--- src/pkg/spt_params.svh ---
`ifndef SPT_PARAMS_SVH
`define SPT_PARAMS_SVH

// ==========================================================================
// Register byte offsets.
`define SPT_OFF_BUFFER 8'h00
`define SPT_OFF_CTRL1 8'h04
`define SPT_OFF_STATUS 8'h08
`define SPT_OFF_ADDR 8'h0C
`define SPT_OFF_CTRL2 8'h10

// ==========================================================================
// Reset values.
`define SPT_CTRL1_RESET 8'h00
`define SPT_STATUS_RESET 2'h0
`define SPT_ADDR_RESET 8'h00
`define SPT_CTRL2_RESET 8'h00

// ==========================================================================
// Field positions of serial_control_one and serial_status.
`define SPT_C1_WCOL 7
`define SPT_C1_OVF 6
`define SPT_C1_EN 5
`define SPT_C1_CKP 4
`define SPT_ST_SMP 7
`define SPT_ST_CKE 6

// ==========================================================================
// Half periods of the master serial clock in system clocks, and bit count.
`define SPT_HALF_DIV4 8'h02
`define SPT_HALF_DIV16 8'h08
`define SPT_HALF_DIV64 8'h20
`define SPT_LAST_BIT 3'h7
`define SPT_LAST_EDGE 4'hF
`define SPT_RESP_OKAY 2'h0
`define SPT_RESP_SLVERR 2'h2

`endif

--- src/pkg/spt_pkg.sv ---
package spt_pkg;

    // ======================================================================
    // Operating modes held in port_mode_field.
    typedef enum logic [3:0]
    {
        SPT_MODE_MDIV4 = 4'b0000,
        SPT_MODE_MDIV16 = 4'b0001,
        SPT_MODE_MDIV64 = 4'b0010,
        SPT_MODE_MTIMER = 4'b0011,
        SPT_MODE_SSEL = 4'b0100,
        SPT_MODE_SFREE = 4'b0101,
        SPT_MODE_I2C_S7 = 4'b0110,
        SPT_MODE_I2C_S10 = 4'b0111,
        SPT_MODE_I2C_M = 4'b1000,
        SPT_MODE_I2C_FW = 4'b1011,
        SPT_MODE_I2C_S7SP = 4'b1110,
        SPT_MODE_I2C_S10SP = 4'b1111
    } spt_mode_type;

    typedef enum logic [1:0]
    {
        SPT_IDLE = 2'b00,
        SPT_SHIFT = 2'b01
    } spt_state_type;

    // ======================================================================
    // AXI4-Lite slave carrier.
    typedef struct packed
    {
        logic awvalid;
        logic [7:0] awaddr;
        logic wvalid;
        logic [31:0] wdata;
        logic [3:0] wstrb;
        logic bready;
        logic arvalid;
        logic [7:0] araddr;
        logic rready;
    } spt_axi_req_type;

    typedef struct packed
    {
        logic awready;
        logic wready;
        logic bvalid;
        logic [1:0] bresp;
        logic arready;
        logic rvalid;
        logic [31:0] rdata;
        logic [1:0] rresp;
    } spt_axi_rsp_type;

    // ======================================================================
    // Events from the two-wire bus sequencer, and settings back to it.
    typedef struct packed
    {
        logic startDet;
        logic stopDet;
        logic nackDet;
        logic addrMatch;
        logic rwBit;
        logic byteMoved;
        logic byteIsData;
        logic rxValid;
        logic [7:0] rxData;
        logic txDone;
        logic txBusy;
        logic addrUpdate;
        logic requestDone;
    } spt_i2c_ev_type;

    typedef struct packed
    {
        logic slewControlEn;
        logic smbusInputsEn;
        logic [7:0] ownAddress;
        logic [6:0] baudReload;
        logic [7:0] txShift;
        logic [4:0] requests;
        logic portIdle;
    } spt_i2c_ctl_type;

endpackage

--- src/spt_serial_port.sv ---
`timescale 1ns/1ps
`include "spt_params.svh"

module spt_serial_port
(
    input wire logic clk,
    input wire logic reset,
    input wire logic clkEn,
    input wire spt_pkg::spt_axi_req_type axiReq,
    output spt_pkg::spt_axi_rsp_type axiRsp,
    input wire logic serialClkIn,
    output logic serialClkOut,
    output logic serialClkOutEn,
    input wire logic serialIn,
    output logic serialOut,
    output logic serialOutEn,
    input wire logic selectN,
    input wire logic timerTick,
    input wire logic sleepMode,
    output logic portIrqFlag,
    input wire logic irqFlagClear,
    input wire spt_pkg::spt_i2c_ev_type i2cEv,
    output spt_pkg::spt_i2c_ctl_type i2cCtl
);
    import spt_pkg::*;

    // ======================================================================
    // Helpers.
    function automatic logic [7:0] spt_half_len(input logic [3:0] m);
        logic [7:0] r;
        r = `SPT_HALF_DIV64;
        if (m == SPT_MODE_MDIV4)
            r = `SPT_HALF_DIV4;
        else if (m == SPT_MODE_MDIV16)
            r = `SPT_HALF_DIV16;
        return r;
    endfunction

    function automatic logic spt_known(input logic [7:0] a);
        return (a == `SPT_OFF_BUFFER) || (a == `SPT_OFF_CTRL1) || (a == `SPT_OFF_STATUS)
            || (a == `SPT_OFF_ADDR) || (a == `SPT_OFF_CTRL2);
    endfunction

    // ======================================================================
    // State.
    logic [7:0] ctrl1_q, ctrl1_d, ctrl2_q, addrReg_q, bufReg_q, shiftReg_q;
    logic [1:0] stTop_q;
    logic bufFull_q, irq_q, startSeen_q, stopSeen_q, rwFlag_q, daFlag_q, uaFlag_q;
    logic outBit_q, phase_q, phasePrev_q;
    logic [2:0] bitCount_q;
    logic [3:0] edgeCount_q;
    logic [7:0] divCnt_q;
    spt_state_type state_q;
    logic awHeld_q, wHeld_q, bvalid_q, rvalid_q;
    logic [7:0] awAddr_q;
    logic [31:0] wData_q, rdata_q;
    logic [3:0] wStrb_q;
    logic [1:0] bresp_q, rresp_q;

    // ======================================================================
    // Mode decode.
    wire portEnable = ctrl1_q[`SPT_C1_EN];
    wire idleClockLevel = ctrl1_q[`SPT_C1_CKP];
    wire [3:0] portModeField = ctrl1_q[3:0];
    wire inputSamplePhase = stTop_q[1];
    wire edgeSelect = stTop_q[0];
    wire masterMode = portModeField[3:2] == 2'b00;
    wire slaveSelMode = portModeField == SPT_MODE_SSEL;
    wire slaveFreeMode = portModeField == SPT_MODE_SFREE;
    wire spiMode = portEnable && (masterMode || slaveSelMode || slaveFreeMode);
    wire i2cMaster = (portModeField == SPT_MODE_I2C_M) || (portModeField == SPT_MODE_I2C_FW);
    wire i2cSlave = (portModeField[3:1] == 3'b011) || (portModeField[3:1] == 3'b111);
    wire i2cSlave10 = i2cSlave && portModeField[0];
    wire i2cMode = portEnable && (i2cMaster || i2cSlave);

    // ======================================================================
    // Register bus.
    wire awFire = axiReq.awvalid && axiRsp.awready;
    wire wFire = axiReq.wvalid && axiRsp.wready;
    wire arFire = axiReq.arvalid && axiRsp.arready;
    wire wrDo = awHeld_q && wHeld_q && !bvalid_q;
    wire wrLane = wrDo && wStrb_q[0];
    wire wrBuf = wrLane && (awAddr_q == `SPT_OFF_BUFFER);
    wire wrCtrl1 = wrLane && (awAddr_q == `SPT_OFF_CTRL1);
    wire wrStat = wrLane && (awAddr_q == `SPT_OFF_STATUS);
    wire wrAddr = wrLane && (awAddr_q == `SPT_OFF_ADDR);
    wire wrCtrl2 = wrLane && (awAddr_q == `SPT_OFF_CTRL2);
    wire rdBuf = arFire && (axiReq.araddr == `SPT_OFF_BUFFER);

    assign axiRsp.awready = !awHeld_q;
    assign axiRsp.wready = !wHeld_q;
    assign axiRsp.bvalid = bvalid_q;
    assign axiRsp.bresp = bresp_q;
    assign axiRsp.arready = !rvalid_q;
    assign axiRsp.rvalid = rvalid_q;
    assign axiRsp.rdata = rdata_q;
    assign axiRsp.rresp = rresp_q;

    // ======================================================================
    // Serial clock phase and edges.
    wire spiReset = !portEnable || (slaveSelMode && selectN);
    wire slaveActive = spiMode && (slaveFreeMode || (slaveSelMode && !selectN));
    wire masterRun = spiMode && masterMode && (state_q == SPT_SHIFT) && !sleepMode;
    wire phaseNow = masterMode ? phase_q : (serialClkIn ^ idleClockLevel);
    wire leadEdge = phaseNow && !phasePrev_q;
    wire trailEdge = !phaseNow && phasePrev_q;
    wire shiftLive = slaveActive || (spiMode && masterMode && state_q == SPT_SHIFT);
    wire sampleGo = shiftLive && !spiReset && (edgeSelect ? leadEdge : trailEdge);
    wire shiftGo = shiftLive && !spiReset && (edgeSelect ? trailEdge : leadEdge);
    wire halfDone = (portModeField == SPT_MODE_MTIMER) ? timerTick
        : (divCnt_q == spt_half_len(portModeField) - 8'h01);
    wire advance = masterRun && halfDone;

    // ======================================================================
    // Buffer, collision and receive.
    wire spiBusy = (state_q == SPT_SHIFT) || (bitCount_q != 3'h0);
    wire collide = wrBuf && ((spiMode && spiBusy) || (i2cMode && i2cEv.txBusy));
    wire txLoad = wrBuf && !collide;
    wire spiByteDone = sampleGo && (bitCount_q == `SPT_LAST_BIT);
    wire [7:0] spiByte = {shiftReg_q[6:0], serialIn};
    wire rxStrobe = spiByteDone || (i2cMode && i2cEv.rxValid);
    wire [7:0] rxByte = spiMode ? spiByte : i2cEv.rxData;
    wire rxLoad = rxStrobe && !bufFull_q && !ctrl1_q[`SPT_C1_OVF];
    wire ovfSet = rxStrobe && bufFull_q;
    wire bfSet = rxLoad || (i2cMode && txLoad);
    wire bfClr = rdBuf || (i2cMode && i2cEv.txDone);
    wire rwView = i2cMaster ? i2cEv.txBusy : rwFlag_q;
    wire [7:0] statusView = {stTop_q, i2cSlave && daFlag_q, stopSeen_q, startSeen_q,
        rwView, uaFlag_q, bufFull_q};

    always_comb
    begin
        ctrl1_d = ctrl1_q;
        if (wrCtrl1)
            ctrl1_d = wData_q[7:0];
        ctrl1_d[`SPT_C1_WCOL] = ctrl1_d[`SPT_C1_WCOL] | collide;
        ctrl1_d[`SPT_C1_OVF] = ctrl1_d[`SPT_C1_OVF] | ovfSet;
    end

    // ======================================================================
    // Bus handshake flops.
    always_ff @(posedge clk or posedge reset)
    begin
        if (reset)
        begin
            awHeld_q <= 1'b0;
            wHeld_q <= 1'b0;
            bvalid_q <= 1'b0;
            awAddr_q <= 8'h00;
            wData_q <= 32'h0000_0000;
            wStrb_q <= 4'h0;
            bresp_q <= `SPT_RESP_OKAY;
        end
        else if (clkEn)
        begin
            awHeld_q <= awFire || (awHeld_q && !wrDo);
            wHeld_q <= wFire || (wHeld_q && !wrDo);
            if (awFire)
                awAddr_q <= axiReq.awaddr;
            if (wFire)
                wData_q <= axiReq.wdata;
            if (wFire)
                wStrb_q <= axiReq.wstrb;
            bvalid_q <= wrDo || (bvalid_q && !axiReq.bready);
            if (wrDo)
                bresp_q <= spt_known(awAddr_q) ? `SPT_RESP_OKAY : `SPT_RESP_SLVERR;
        end
    end

    always_ff @(posedge clk or posedge reset)
    begin
        if (reset)
        begin
            rvalid_q <= 1'b0;
            rdata_q <= 32'h0000_0000;
            rresp_q <= `SPT_RESP_OKAY;
        end
        else if (clkEn)
        begin
            rvalid_q <= arFire || (rvalid_q && !axiReq.rready);
            if (arFire)
            begin
                rresp_q <= spt_known(axiReq.araddr) ? `SPT_RESP_OKAY : `SPT_RESP_SLVERR;
                if (axiReq.araddr == `SPT_OFF_BUFFER)
                    rdata_q <= {24'h00_0000, bufReg_q};
                else if (axiReq.araddr == `SPT_OFF_CTRL1)
                    rdata_q <= {24'h00_0000, ctrl1_q};
                else if (axiReq.araddr == `SPT_OFF_STATUS)
                    rdata_q <= {24'h00_0000, statusView};
                else if (axiReq.araddr == `SPT_OFF_ADDR)
                    rdata_q <= {24'h00_0000, addrReg_q};
                else if (axiReq.araddr == `SPT_OFF_CTRL2)
                    rdata_q <= {24'h00_0000, ctrl2_q};
                else
                    rdata_q <= 32'h0000_0000;
            end
        end
    end

    // ======================================================================
    // Software registers.  Hardware set wins over a software clear.
    always_ff @(posedge clk or posedge reset)
    begin
        if (reset)
        begin
            ctrl1_q <= `SPT_CTRL1_RESET;
            ctrl2_q <= `SPT_CTRL2_RESET;
            addrReg_q <= `SPT_ADDR_RESET;
            stTop_q <= `SPT_STATUS_RESET;
        end
        else if (clkEn)
        begin
            ctrl1_q <= ctrl1_d;
            if (wrStat)
                stTop_q <= wData_q[7:6];
            if (wrAddr)
                addrReg_q <= wData_q[7:0];
            if (wrCtrl2)
                ctrl2_q <= wData_q[7:0];
            else if (i2cEv.requestDone)
                ctrl2_q <= {ctrl2_q[7:5], 5'h00};
        end
    end

    always_ff @(posedge clk or posedge reset)
    begin
        if (reset)
        begin
            bufReg_q <= 8'h00;
            bufFull_q <= 1'b0;
            irq_q <= 1'b0;
        end
        else if (clkEn)
        begin
            if (txLoad)
                bufReg_q <= wData_q[7:0];
            else if (rxLoad)
                bufReg_q <= rxByte;
            bufFull_q <= bfSet || (bufFull_q && !bfClr);
            irq_q <= rxStrobe || (irq_q && !irqFlagClear);
        end
    end

    // ======================================================================
    // Two-wire status flags.
    always_ff @(posedge clk or posedge reset)
    begin
        if (reset)
        begin
            startSeen_q <= 1'b0;
            stopSeen_q <= 1'b0;
            rwFlag_q <= 1'b0;
            daFlag_q <= 1'b0;
            uaFlag_q <= 1'b0;
        end
        else if (clkEn)
        begin
            startSeen_q <= portEnable && (i2cEv.startDet || (startSeen_q && !i2cEv.stopDet));
            stopSeen_q <= portEnable && (i2cEv.stopDet || (stopSeen_q && !i2cEv.startDet));
            if (i2cEv.addrMatch)
                rwFlag_q <= i2cEv.rwBit;
            else if (i2cEv.startDet || i2cEv.stopDet || i2cEv.nackDet)
                rwFlag_q <= 1'b0;
            if (i2cEv.byteMoved)
                daFlag_q <= i2cEv.byteIsData;
            uaFlag_q <= (i2cSlave10 && i2cEv.addrUpdate) || (uaFlag_q && !wrAddr);
        end
    end

    // ======================================================================
    // Shift register and bit counter.
    always_ff @(posedge clk or posedge reset)
    begin
        if (reset)
        begin
            shiftReg_q <= 8'h00;
            outBit_q <= 1'b0;
            bitCount_q <= 3'h0;
        end
        else if (clkEn)
        begin
            if (txLoad)
                shiftReg_q <= wData_q[7:0];
            else if (sampleGo)
                shiftReg_q <= spiByte;
            if (txLoad)
                outBit_q <= wData_q[7];
            else if (shiftGo)
                outBit_q <= shiftReg_q[7];
            if (spiReset)
                bitCount_q <= 3'h0;
            else if (sampleGo)
                bitCount_q <= bitCount_q + 3'h1;
        end
    end

    // ======================================================================
    // Master clock generator.  Sleep holds every count, so a transfer resumes
    // exactly where it stopped.
    always_ff @(posedge clk or posedge reset)
    begin
        if (reset)
        begin
            state_q <= SPT_IDLE;
            phase_q <= 1'b0;
            phasePrev_q <= 1'b0;
            edgeCount_q <= 4'h0;
            divCnt_q <= 8'h00;
        end
        else if (clkEn)
        begin
            phasePrev_q <= phaseNow;
            case (state_q)
                SPT_IDLE:
                begin
                    phase_q <= 1'b0;
                    edgeCount_q <= 4'h0;
                    divCnt_q <= 8'h00;
                    if (txLoad && spiMode && masterMode)
                        state_q <= SPT_SHIFT;
                end
                SPT_SHIFT:
                begin
                    if (spiReset || !masterMode)
                        state_q <= SPT_IDLE;
                    else if (advance)
                    begin
                        phase_q <= !phase_q;
                        divCnt_q <= 8'h00;
                        edgeCount_q <= edgeCount_q + 4'h1;
                        if (edgeCount_q == `SPT_LAST_EDGE)
                            state_q <= SPT_IDLE;
                    end
                    else if (masterRun)
                        divCnt_q <= divCnt_q + 8'h01;
                end
                default:
                    state_q <= SPT_IDLE;
            endcase
        end
    end

    // ======================================================================
    // Pins and two-wire settings.
    assign serialClkOut = idleClockLevel ^ (phase_q && state_q == SPT_SHIFT);
    assign serialClkOutEn = spiMode && masterMode;
    assign serialOut = outBit_q;
    assign serialOutEn = slaveActive || (spiMode && masterMode);
    assign portIrqFlag = irq_q;
    assign i2cCtl.slewControlEn = i2cMode && !inputSamplePhase;
    assign i2cCtl.smbusInputsEn = i2cMode && edgeSelect;
    assign i2cCtl.ownAddress = addrReg_q;
    assign i2cCtl.baudReload = addrReg_q[6:0];
    assign i2cCtl.txShift = shiftReg_q;
    assign i2cCtl.requests = ctrl2_q[4:0];
    assign i2cCtl.portIdle = !(rwView || (|ctrl2_q[4:0]));
endmodule // spt_serial_port

--- config.mk ---
export PLATFORM = sky130hd
export DESIGN_NAME = spt_serial_port
export DESIGN_NICKNAME = d
export VERILOG_FILES = /design/src/pkg/spt_pkg.sv /design/src/spt_serial_port.sv
export VERILOG_INCLUDE_DIRS = /design/src /design/src/pkg
export SDC_FILE = /design/constraint.sdc
export NUM_CORES = 1
export LEC_CHECK = 0
export ABC_AREA = 0
export BUFFER_PORTS_ARGS = -buffer_cell sky130_fd_sc_hd__buf_2
export CORE_MARGIN = 2
export CORE_UTILIZATION = 50
export DETAILED_ROUTE_END_ITERATION = 8
export GPL_TIMING_DRIVEN = 0
export MAX_ROUTING_LAYER = met4
export PLACE_DENSITY = 0.83
export SLEW_MARGIN = 20
export SYNTH_ARGS = -nofsm -noshare
export SYNTH_HDL_FRONTEND = slang
export SYNTH_SLANG_ARGS = --single-unit
--- constraint.sdc ---
create_clock -name clk -period 3.37 [get_ports clk]
set_input_delay 0.337 -clock clk [delete_from_list [all_inputs] [get_ports clk]]
set_output_delay 0.337 -clock clk [all_outputs]
set_load 0.05 [all_outputs]
==> qor.txt, run 1 <==
synth-to-layout area growth - 20.29%
Tcrit/Tclk final - 78.76%
post-synthesis sequential area ratio - 45.34%
Post-Synthesis Cells - 522
largest stage delay on the critical path - 0.55 ns
top_reg_cell synth - dfrtp_1
dpl cells - 796
delay-heaviest family, CP - simple AND/OR/NAND/NOR gates
I/O pins - 163
clock root buffer - clkbuf_8
# nets final - 759
CP Launch Type - flip-flop
worst slew pin tran - 0.6670 ns
first-pass GRT wire length - 22,820 um
Post-DRT Antenna Nets - 0
CP Capture Type - output pin
full die area - 0.01178 mm^2
Core Area - 0.01075 mm^2
met2 wire length - 6656 um
critical path buffer and inverter count - 2
Final Max Tran Viols - 0
Final Setup Violations - 0
run status - completed
endpoints failing hold - 0
initial antenna violation count - 0
Leak - 0.003333 uW
CTS tree - built
DRT iter0 DRCs - 335
most common cell after layout, fill and taps aside - buf_2
critical path peak fanout - 10
number of synthesized flops with an enable pin - 0
crit path DAT - 2.32 ns
drt wl/cell - 17.37 um
Rows - 38
Critical Path RT - 3.03 ns
vias post-DR - 4,571
global route overflow - 0
Max Cap Viol - 0
largest net degree at the start of global routing - 67
WL met1 - 6140 um
Sink Count - 99
DRT Pass-1 Iters - 5
Slowest cell on crit path - or4b_4
Syn Std Cell Area - 0.005464 mm^2
met3 wire length - 1001 um
Rel. slew slack - 55.42%
Top Layer Used - met4
clock latency on the worst-skew pair - 0.38 ns
asr flop ratio synth - 100.0%
GRT Total Usage - 25.92%
worst vdd ir - 364.3 uV
CTS resizes - 0
synth unique cells - 68
chip height - 108.5 um
Crit Path Class - reg2out
clock-pin slew on the worst setup and hold paths - 0.10 ns
fin cells - 813
Power Dens Cells - 513.8 mW/mm^2
fin crit period - 2.654 ns
Inserted Clock Buffers - 9
CTS H-tree depth - 3
skew final - 0.01051 ns
syn_area_per_cell - 10.47 um^2
initial core utilization - 50.85%
most frequent cells in the layout - buf_2, dfrtp_1, mux2_2
critical path, cell by cell - buf_6, or4b_4, a31oi_4, nor2b_1, buf_2
Remaining DRCs - 0
Seq cells post-synth - 99
Max Fclk - 376.8 MHz
Hold WS - 0.1801 ns
Post-CTS Setup Repair Bufs - 0
Fillers - 907
hpwl dp - 10,490 um
die width - 108.5 um
Placer Congestion - 0.9324
Yosys warning count - 0
worst hold-check path type - in2reg
I/O Buffers - 108
vias in the first global route - 4,467
RSZ-0062 raised after global routing - no
layout cells sized above 1 - 37.89%
deepest clock path buffer count - 2
Via-to-Cell Ratio - 5.622
antenna fix cells - 0
Routed WL - 14,120 um
final cells by class:
class | instances | area, um^2 | area share (%)
Buffer | 62 | 410.4 | 6.244
Clock buffer | 10 | 137.6 | 2.094
Clock inverter | 6 | 112.6 | 1.713
Inverter | 11 | 48.80 | 0.7424
Multi-Input combinational cell | 375 | 2633 | 40.05
Sequential cell | 99 | 2477 | 37.69
Tap cell | 140 | 175.2 | 2.665
Timing Repair Buffer | 110 | 578.1 | 8.795
sequential cells by signal, summed over array words and instances, names as in the netlist, 2 cells and up:
signal and cells:
wData_q 8, stTop_q 2, ctrl2_q 8, rdata_q 8, divCnt_q 8, bufReg_q 8
ctrl1_q 8, awAddr_q 8, addrReg_q 8, shiftReg_q 8, bitCount_q 3, edgeCount_q 4
worst register-to-register path: stages (launching register included):
cell and delay, ns:
dfrtp_1 0.40, buf_6 0.15, or4b_4 0.56, a31oi_4 0.30, a211o_1 0.23, buf_2 0.26
mux2_2 0.38, mux2_2 0.27
metrics by stage:
stage                     power, uW  TNS, ns  worst slack, ns  utilization [%]  area [um^2]
after CTS                      3380        0           0.7215            61.11         6566
after global placement         2401   -55.72          -0.5693            58.38         6274
after detailed placement       2442        0           0.7761            58.69         6306
after global routing           3543        0           0.6421            61.17         6573
final                          3377        0           0.7158            61.17         6573
after floorplan                2173        0           0.4426                -         5558
per-layer routing:
metal  vias to the layer above  track usage, %
li1                       2128               -
met1                      2203           35.32
met2                       209           40.36
met3                        31           4.400
met4                         0           7.051
met5                         -               -
power breakdown:
part	internal [uW]	switching (uW)	leakage, uW
clock network	513	429	0.000115
registers	1370	242	0.00131
logic	321	502	0.00190
total	2200	1170	0.00333
synthesized netlist by cell type, drive strengths merged, types with 3 or more instances:
cell / n / share of area (%)
o21ai: 34 / 3.4
xor2: 4 / 0.64
inv: 11 / 0.80
mux2: 58 / 12
buf: 49 / 6.6
a221oi: 6 / 0.96
clkbuf: 13 / 0.89
dfrtp: 99 / 45
a22o: 3 / 0.48
nand2b: 4 / 0.46
a21boi: 3 / 0.48
o22ai: 4 / 0.46
nor4: 6 / 0.69
xnor2: 3 / 0.48
nand3b: 3 / 0.41
a31oi: 4 / 0.73
nor4b: 3 / 0.48
mux2i: 13 / 2.4
nand2: 52 / 3.6
a21oi: 17 / 1.6
nor3: 9 / 1.0
a211o: 3 / 0.64
o41ai: 4 / 0.92
nor2b: 7 / 0.80
a21o: 4 / 0.55
nor2: 29 / 2.0
and2: 4 / 0.46
nand3: 15 / 1.4
or4b: 3 / 0.62
nand4: 4 / 0.46
ha: 5 / 1.1
a2bb2oi: 8 / 1.3
a31o: 7 / 1.1
a32o: 5 / 0.92
logic make-up (layout without fill, tap and decap cells):
group | after synthesis | after routing | synth area share (%)
xor+xnor | 7 | 7 | 1.122
mux | 71 | 71 | 14.33
compound gates | 114 | 114 | 15.37
simple gates | 152 | 152 | 14.31
other cells | 1 | 26 | 0.06863
buf+inv | 73 | 199 | 8.312
fa+ha+maj | 5 | 5 | 1.145
flops | 99 | 99 | 45.34
worst paths after layout:
kind	start	endpoint	slack [ns]	depth (start not counted)
min reg2reg	portIrqFlag$_DFFE_PP0P_	portIrqFlag$_DFFE_PP0P_	0.49	1
min	axiReq[21]	wData_q[6]$_DFFE_PP0P_	0.18	2
max	ctrl1_q[0]$_DFFE_PP0P_	i2cCtl[30]	0.72	5
max reg2reg	ctrl1_q[0]$_DFFE_PP0P_	shiftReg_q[3]$_DFFE_PP0P_	0.73	7
min in group asynchronous	reset	wStrb_q[0]$_DFFE_PP0P_	0.48	3
max in group asynchronous	reset	rvalid_q$_DFFE_PP0P_	2.27	4
repair_timing:
item                                    CTS  global route
endpoints found under the hold margin    33             0
endpoints found under the setup margin    0             0
hold buffers                              1             0
(Power assumes the default switching activity.)
==> run 2: changes to the inputs <==
==> constraint.sdc (replaced) <==
create_clock -name clk -period 2.7 [get_ports clk]
set_input_delay 0.27 -clock clk [delete_from_list [all_inputs] [get_ports clk]]
set_output_delay 0.27 -clock clk [all_outputs]
set_load 0.05 [all_outputs]
==> run 2 against run 1 <==
Sequential power grew 25%. Clock power rose by 15%. Critical endpoint is now shiftReg_q[1]$_DFFE_PP0P_. Clock-buffer cell count grew 2. Worst setup slack got worse by 0.60 ns. Highest routed layer unchanged. Largest power group unchanged.
==> qor.txt, run 2 (same netlist as run 1, synthesis figures left out) <==
Max Cap Viol - 0
Post-CTS Setup Repair Bufs - 0
met3 wire length - 1048 um
vias post-DR - 4,617
largest net degree at the start of global routing - 37
RSZ-0062 raised after global routing - no
fin crit period - 2.579 ns
Slowest cell on crit path - or4b_4
hpwl dp - 10,580 um
Clk pwr share - 26.2%
Via-to-Cell Ratio - 5.665
CTS tree - built
CTS H-tree depth - 3
run status - completed
met2 wire length - 6659 um
deepest clock path buffer count - 2
most frequent cells in the layout - buf_2, dfrtp_1, mux2_2
Setup TNS Final - 0 ns
FF-to-FF End - shiftReg_q[1]$_DFFE_PP0P_
origin of the worst setup path - ctrl1_q[0]$_DFFE_PP0P_
cts hold-fix bufs - 1
CP Capture Type - flip-flop
Rel. slew slack - 52.98%
Sink Count - 99
synth-to-layout area growth - 20.45%
reg-to-reg startpoint - ctrl1_q[0]$_DFFE_PP0P_
# nets final - 761
Routed WL - 13,840 um
critical path peak fanout - 10
vias in the first global route - 4,421
Inserted Clock Buffers - 9
Placer Congestion - 0.9305
endpoints failing hold - 0
GRT Total Usage - 24.96%
clock-pin slew on the worst setup and hold paths - 0.09 ns
sequential power share - 48.7%
clock root buffer - clkbuf_8
crit path DAT - 2.83 ns
Hold WS - 0.1292 ns
full die area - 0.01178 mm^2
dpl cells - 798
first-pass GRT wire length - 22,100 um
CP Launch Type - flip-flop
Crit Path Class - reg2reg
die width - 108.5 um
worst vdd ir - 424.5 uV
chip height - 108.5 um
drt wl/cell - 16.99 um
I/O Buffers - 108
Leak - 0.003342 uW
worst slew pin tran - 0.7035 ns
Final Max Tran Viols - 0
Core Area - 0.01075 mm^2
layout cells sized above 1 - 37.93%
Top Layer Used - met4
Post-DRT Antenna Nets - 0
I/O pins - 163
Logic pwr share - 25.1%
FF-to-FF path depth - 7
critical path, cell by cell - buf_6, or4b_4, a31oi_4, a211o_1, buf_2, mux2_2, mux2_2
initial antenna violation count - 0
antenna fix cells - 0
critical path endpoint - shiftReg_q[1]$_DFFE_PP0P_
R2R setup slack - 0.12 ns
Worst path most repeated cell - mux2_2
internal power - 2688 uW
fin cells - 815
most common cell after layout, fill and taps aside - buf_2
initial core utilization - 50.85%
largest stage delay on the critical path - 0.56 ns
Max Fclk - 387.7 MHz
Final Setup Violations - 0
Remaining DRCs - 0
clock latency on the worst-skew pair - 0.37 ns
Critical Path RT - 2.95 ns
Net Sw Frac - 34.79%
Net Sw Power - 1434 uW
WL met1 - 5806 um
Rows - 38
DRT Pass-1 Iters - 5
skew final - 0.009177 ns
Tcrit/Tclk final - 95.53%
Power Dens Cells - 626.4 mW/mm^2
CTS resizes - 0
global route overflow - 0
DRT iter0 DRCs - 266
worst hold-check path type - in2reg
[run 2: cell count changes in the layout (fill, tap and decap cells not counted)]
cell / delta
buf_12: +3
buf_16: -1
bufinv_16: -1
clkbuf_1: +1
clkbuf_8: +1
clkinv_2: +1
clkinvlp_4: -1
inv_6: -1
[run 2: critical path: cells and delay by family, from the launching register on]
kind | cells | cell delay [ns]
muxes | 2 | 0.63
buffers and inverters | 2 | 0.39
AOI/OAI and AO/OA | 2 | 0.51
DFF | 1 | 0.38
and+or+nand+nor | 1 | 0.56
[run 2: how the worst min path moves through the flow]
stage / startpoint / endpoint / slack, ns / cells past startpoint
3_5_place_dp: reset / bvalid_q$_DFFE_PP0P_ / 0.27 / 2
5_1_grt: axiReq[20] / wData_q[5]$_DFFE_PP0P_ / 0.13 / 2
6_report: axiReq[20] / wData_q[5]$_DFFE_PP0P_ / 0.13 / 2
4_1_cts: axiReq[20] / wData_q[5]$_DFFE_PP0P_ / 0.12 / 2
3_3_place_gp: portIrqFlag$_DFFE_PP0P_ / portIrqFlag$_DFFE_PP0P_ / 0.46 / 1
2_1_floorplan: i2cEv[13] / daFlag_q$_DFFE_PP0P_ / 0.42 / 1
[run 2: power groups by stage]
stage / sequential (uW) / clock [uW] / combinational (uW)
2_1_floorplan: 1980 / 0 / 730
3_3_place_gp: 2000 / 0 / 996
3_5_place_dp: 2020 / 0 / 1030
4_1_cts: 2000 / 1100 / 1040
5_1_grt: 2030 / 1150 / 1110
6_report: 2010 / 1080 / 1030
[run 2: layout make-up]
| type | count | area, um^2 |
|---|---|---|
| inverters | 11 | 47.55 |
| fillers | 923 | 4164 |
| well taps | 140 | 175.2 |
| repair buffers | 112 | 610.6 |
| flip-flops and latches | 99 | 2477 |
| clock buffers | 12 | 155.1 |
| clock inverters | 4 | 72.57 |
| multi-input cells | 375 | 2633 |
| plain buffers | 62 | 410.4 |
[run 2: per-layer routing]
layer  vias to the layer above  GRT usage [%]
li1                       2131              -
met1                      2215          32.71
met2                       238          39.29
met3                        33          2.712
met4                         0          11.26
met5                         -              -
[run 2: metrics by stage]
| step | utilization [%] | area [um^2] | setup WS [ns] | total power [uW] |
|---|---|---|---|---|
| floorplan | - | 5562 | 0.1203 | 2713 |
| global placement | 58.42 | 6277 | 0.05435 | 2997 |
| detailed placement | 59.04 | 6344 | 0.1290 | 3059 |
| CTS | 61.25 | 6581 | 0.1203 | 4133 |
| global route | 61.25 | 6581 | 0.02158 | 4289 |
| finish | 61.25 | 6581 | 0.1208 | 4122 |
==> run 3: changes to the inputs <==
--- a/config.mk
+++ b/config.mk
@@ -14,6 +14,7 @@
 export GPL_TIMING_DRIVEN = 0
 export MAX_ROUTING_LAYER = met4
 export PLACE_DENSITY = 0.83
+export RECOVER_POWER = 25
 export SLEW_MARGIN = 20
 export SYNTH_ARGS = -nofsm -noshare
 export SYNTH_HDL_FRONTEND = slang
==> constraint.sdc (replaced) <==
create_clock -name clk -period 2.6 [get_ports clk]
set_input_delay 0.26 -clock clk [delete_from_list [all_inputs] [get_ports clk]]
set_output_delay 0.26 -clock clk [all_outputs]
set_load 0.05 [all_outputs]
==> run 3 against run 2 <==
First-iteration DRC count is 11% higher. Global-route usage stayed put. Die area stayed put. Clock power is 5% higher. Critical path depth is 1 lower. Cell area hardly changed. Cell count is 0.12% higher. Sequential cell count stayed put. Highest routed layer unchanged.
==> qor.txt, run 3 (same netlist as run 1, synthesis figures left out) <==
Slowest cell on crit path - or4b_4
Tcrit/Tclk final - 99.22%
largest stage delay on the critical path - 0.56 ns
hpwl dp - 10,580 um
Hold WS - 0.1200 ns
reg-to-reg startpoint - ctrl1_q[0]$_DFFE_PP0P_
Setup TNS Final - 0 ns
Core Area - 0.01075 mm^2
crit path DAT - 2.32 ns
Routed WL - 13,940 um
deepest clock path buffer count - 2
DRT Pass-1 Iters - 5
Leak - 0.003334 uW
Max Cap Viol - 0
fin cells - 816
chip height - 108.5 um
clock-pin slew on the worst setup and hold paths - 0.09 ns
full die area - 0.01178 mm^2
# nets final - 762
Tot Pwr - 4289 uW
most frequent cells in the layout - buf_2, dfrtp_1, mux2_2
Power Dens Cells - 651.5 mW/mm^2
vias in the first global route - 4,421
initial core utilization - 50.85%
Net Sw Frac - 34.97%
Logic pwr share - 25.1%
CTS tree - built
endpoints failing hold - 0
worst slew pin tran - 1.449 ns
Rows - 38
Final Max Tran Viols - 0
fin crit period - 2.580 ns
clock root buffer - clkbuf_8
dpl cells - 798
I/O Buffers - 108
drt wl/cell - 17.09 um
DRT iter0 DRCs - 294
FF-to-FF path depth - 7
Final Setup Violations - 0
run status - completed
Worst Hold Endpoint - wData_q[5]$_DFFE_PP0P_
initial antenna violation count - 0
critical path, cell by cell - buf_6, or4b_4, a31oi_4, buf_4, and2_1, clkbuf_4
Via-to-Cell Ratio - 5.596
R2R setup slack - 0.03 ns
first-pass GRT wire length - 22,100 um
Rel. slew slack - 3.430%
Inserted Clock Buffers - 9
internal power - 2789 uW
CTS H-tree depth - 3
Placer Congestion - 0.9305
skew final - 0.007386 ns
largest net degree at the start of global routing - 37
layout cells sized above 1 - 37.87%
GRT Total Usage - 24.96%
min-delay src - axiReq[20]
antenna fix cells - 0
Net Sw Power - 1500 uW
worst hold-check path type - in2reg
Critical Path RT - 2.34 ns
Clk pwr share - 26.3%
sequential power share - 48.7%
most common cell after layout, fill and taps aside - buf_2
Max Fclk - 387.7 MHz
global route overflow - 0
die width - 108.5 um
vias post-DR - 4,566
post-layout util - 61.27%
synth-to-layout area growth - 20.49%
CP Launch Type - flip-flop
Remaining DRCs - 0
I/O pins - 163
FF-to-FF End - shiftReg_q[1]$_DFFE_PP0P_
RSZ-0062 raised after global routing - yes
worst vdd ir - 444.9 uV
CP Capture Type - output pin
WHS Path Cells - 2
Sink Count - 99
Post-DRT Antenna Nets - 0
Crit Path Class - reg2out
clock latency on the worst-skew pair - 0.37 ns
critical path peak fanout - 10
## run 3: cell type report
| class | count | area, um^2 |
|---|---|---|
| fillers | 924 | 4161 |
| multi-input cells | 375 | 2656 |
| flip-flops and latches | 99 | 2477 |
| repair buffers | 113 | 589.3 |
| plain buffers | 62 | 412.9 |
| well taps | 140 | 175.2 |
| clock buffers | 12 | 155.1 |
| clock inverters | 4 | 72.57 |
| inverters | 11 | 45.04 |
## run 3: stage by stage
stage / cell area (um^2) / worst slack, ns
after floorplan: 5562 / 0.03035
after global placement: 6277 / -0.04565
after detailed placement: 6344 / 0.02902
after CTS: 6581 / 0.02029
after global routing: 6584 / -0.01110
final: 6584 / 0.02038
## run 3: timing repair
| action | CTS | global route |
|---|---|---|
| setup endpoints to repair | 0 | 9 |
| resized for setup | 0 | 7 |
| buffers inserted | 0 | 1 |
| endpoints found under the hold margin | 11 | 0 |
| hold buffers | 1 | 0 |
## run 3: worst max-delay path by stage
stage                                end  cells after the start  slack [ns]                    start
6_report                      i2cCtl[29]                      6        0.02   ctrl1_q[0]$_DFFE_PP0P_
3_3_place_gp      ctrl2_q[2]$_DFFE_PP0P_                      5       -0.05  awAddr_q[0]$_DFFE_PP0P_
5_1_grt        shiftReg_q[1]$_DFFE_PP0P_                      7       -0.01   ctrl1_q[0]$_DFFE_PP0P_
2_1_floorplan                  i2cCtl[0]                      5        0.03   ctrl1_q[1]$_DFFE_PP0P_
4_1_cts        shiftReg_q[1]$_DFFE_PP0P_                      7        0.02   ctrl1_q[0]$_DFFE_PP0P_
3_5_place_dp   shiftReg_q[1]$_DFFE_PP0P_                      7        0.03   ctrl1_q[0]$_DFFE_PP0P_
## run 3: power groups by stage
stage | logic (uW) | clock network [uW] | registers, uW
final | 1070 | 1130 | 2090
after global routing | 1160 | 1190 | 2110
after CTS | 1080 | 1140 | 2070
after detailed placement | 1070 | 0 | 2100
after global placement | 1030 | 0 | 2080
after floorplan | 758 | 0 | 2060
## run 3: metal layers
metal | part of all wire (%) | up-vias | routed length (um) | global-route usage, %
met4 | 2.4 | 0 | 332 | 11.26
met1 | 43 | 2193 | 5990 | 32.71
li1 | - | 2131 | - | -
met5 | 0 | - | 0 | -
met3 | 7.0 | 30 | 983 | 2.712
met2 | 48 | 212 | 6637 | 39.29
## run 3: worst max-delay path: cells and delay by family, from the launching register on
| kind | cells | cell delay, ns |
|---|---|---|
| flip-flops | 1 | 0.38 |
| AND/OR/NAND/NOR | 2 | 0.71 |
| buffers and inverters | 3 | 0.56 |
| AO/OA/AOI/OAI | 1 | 0.31 |
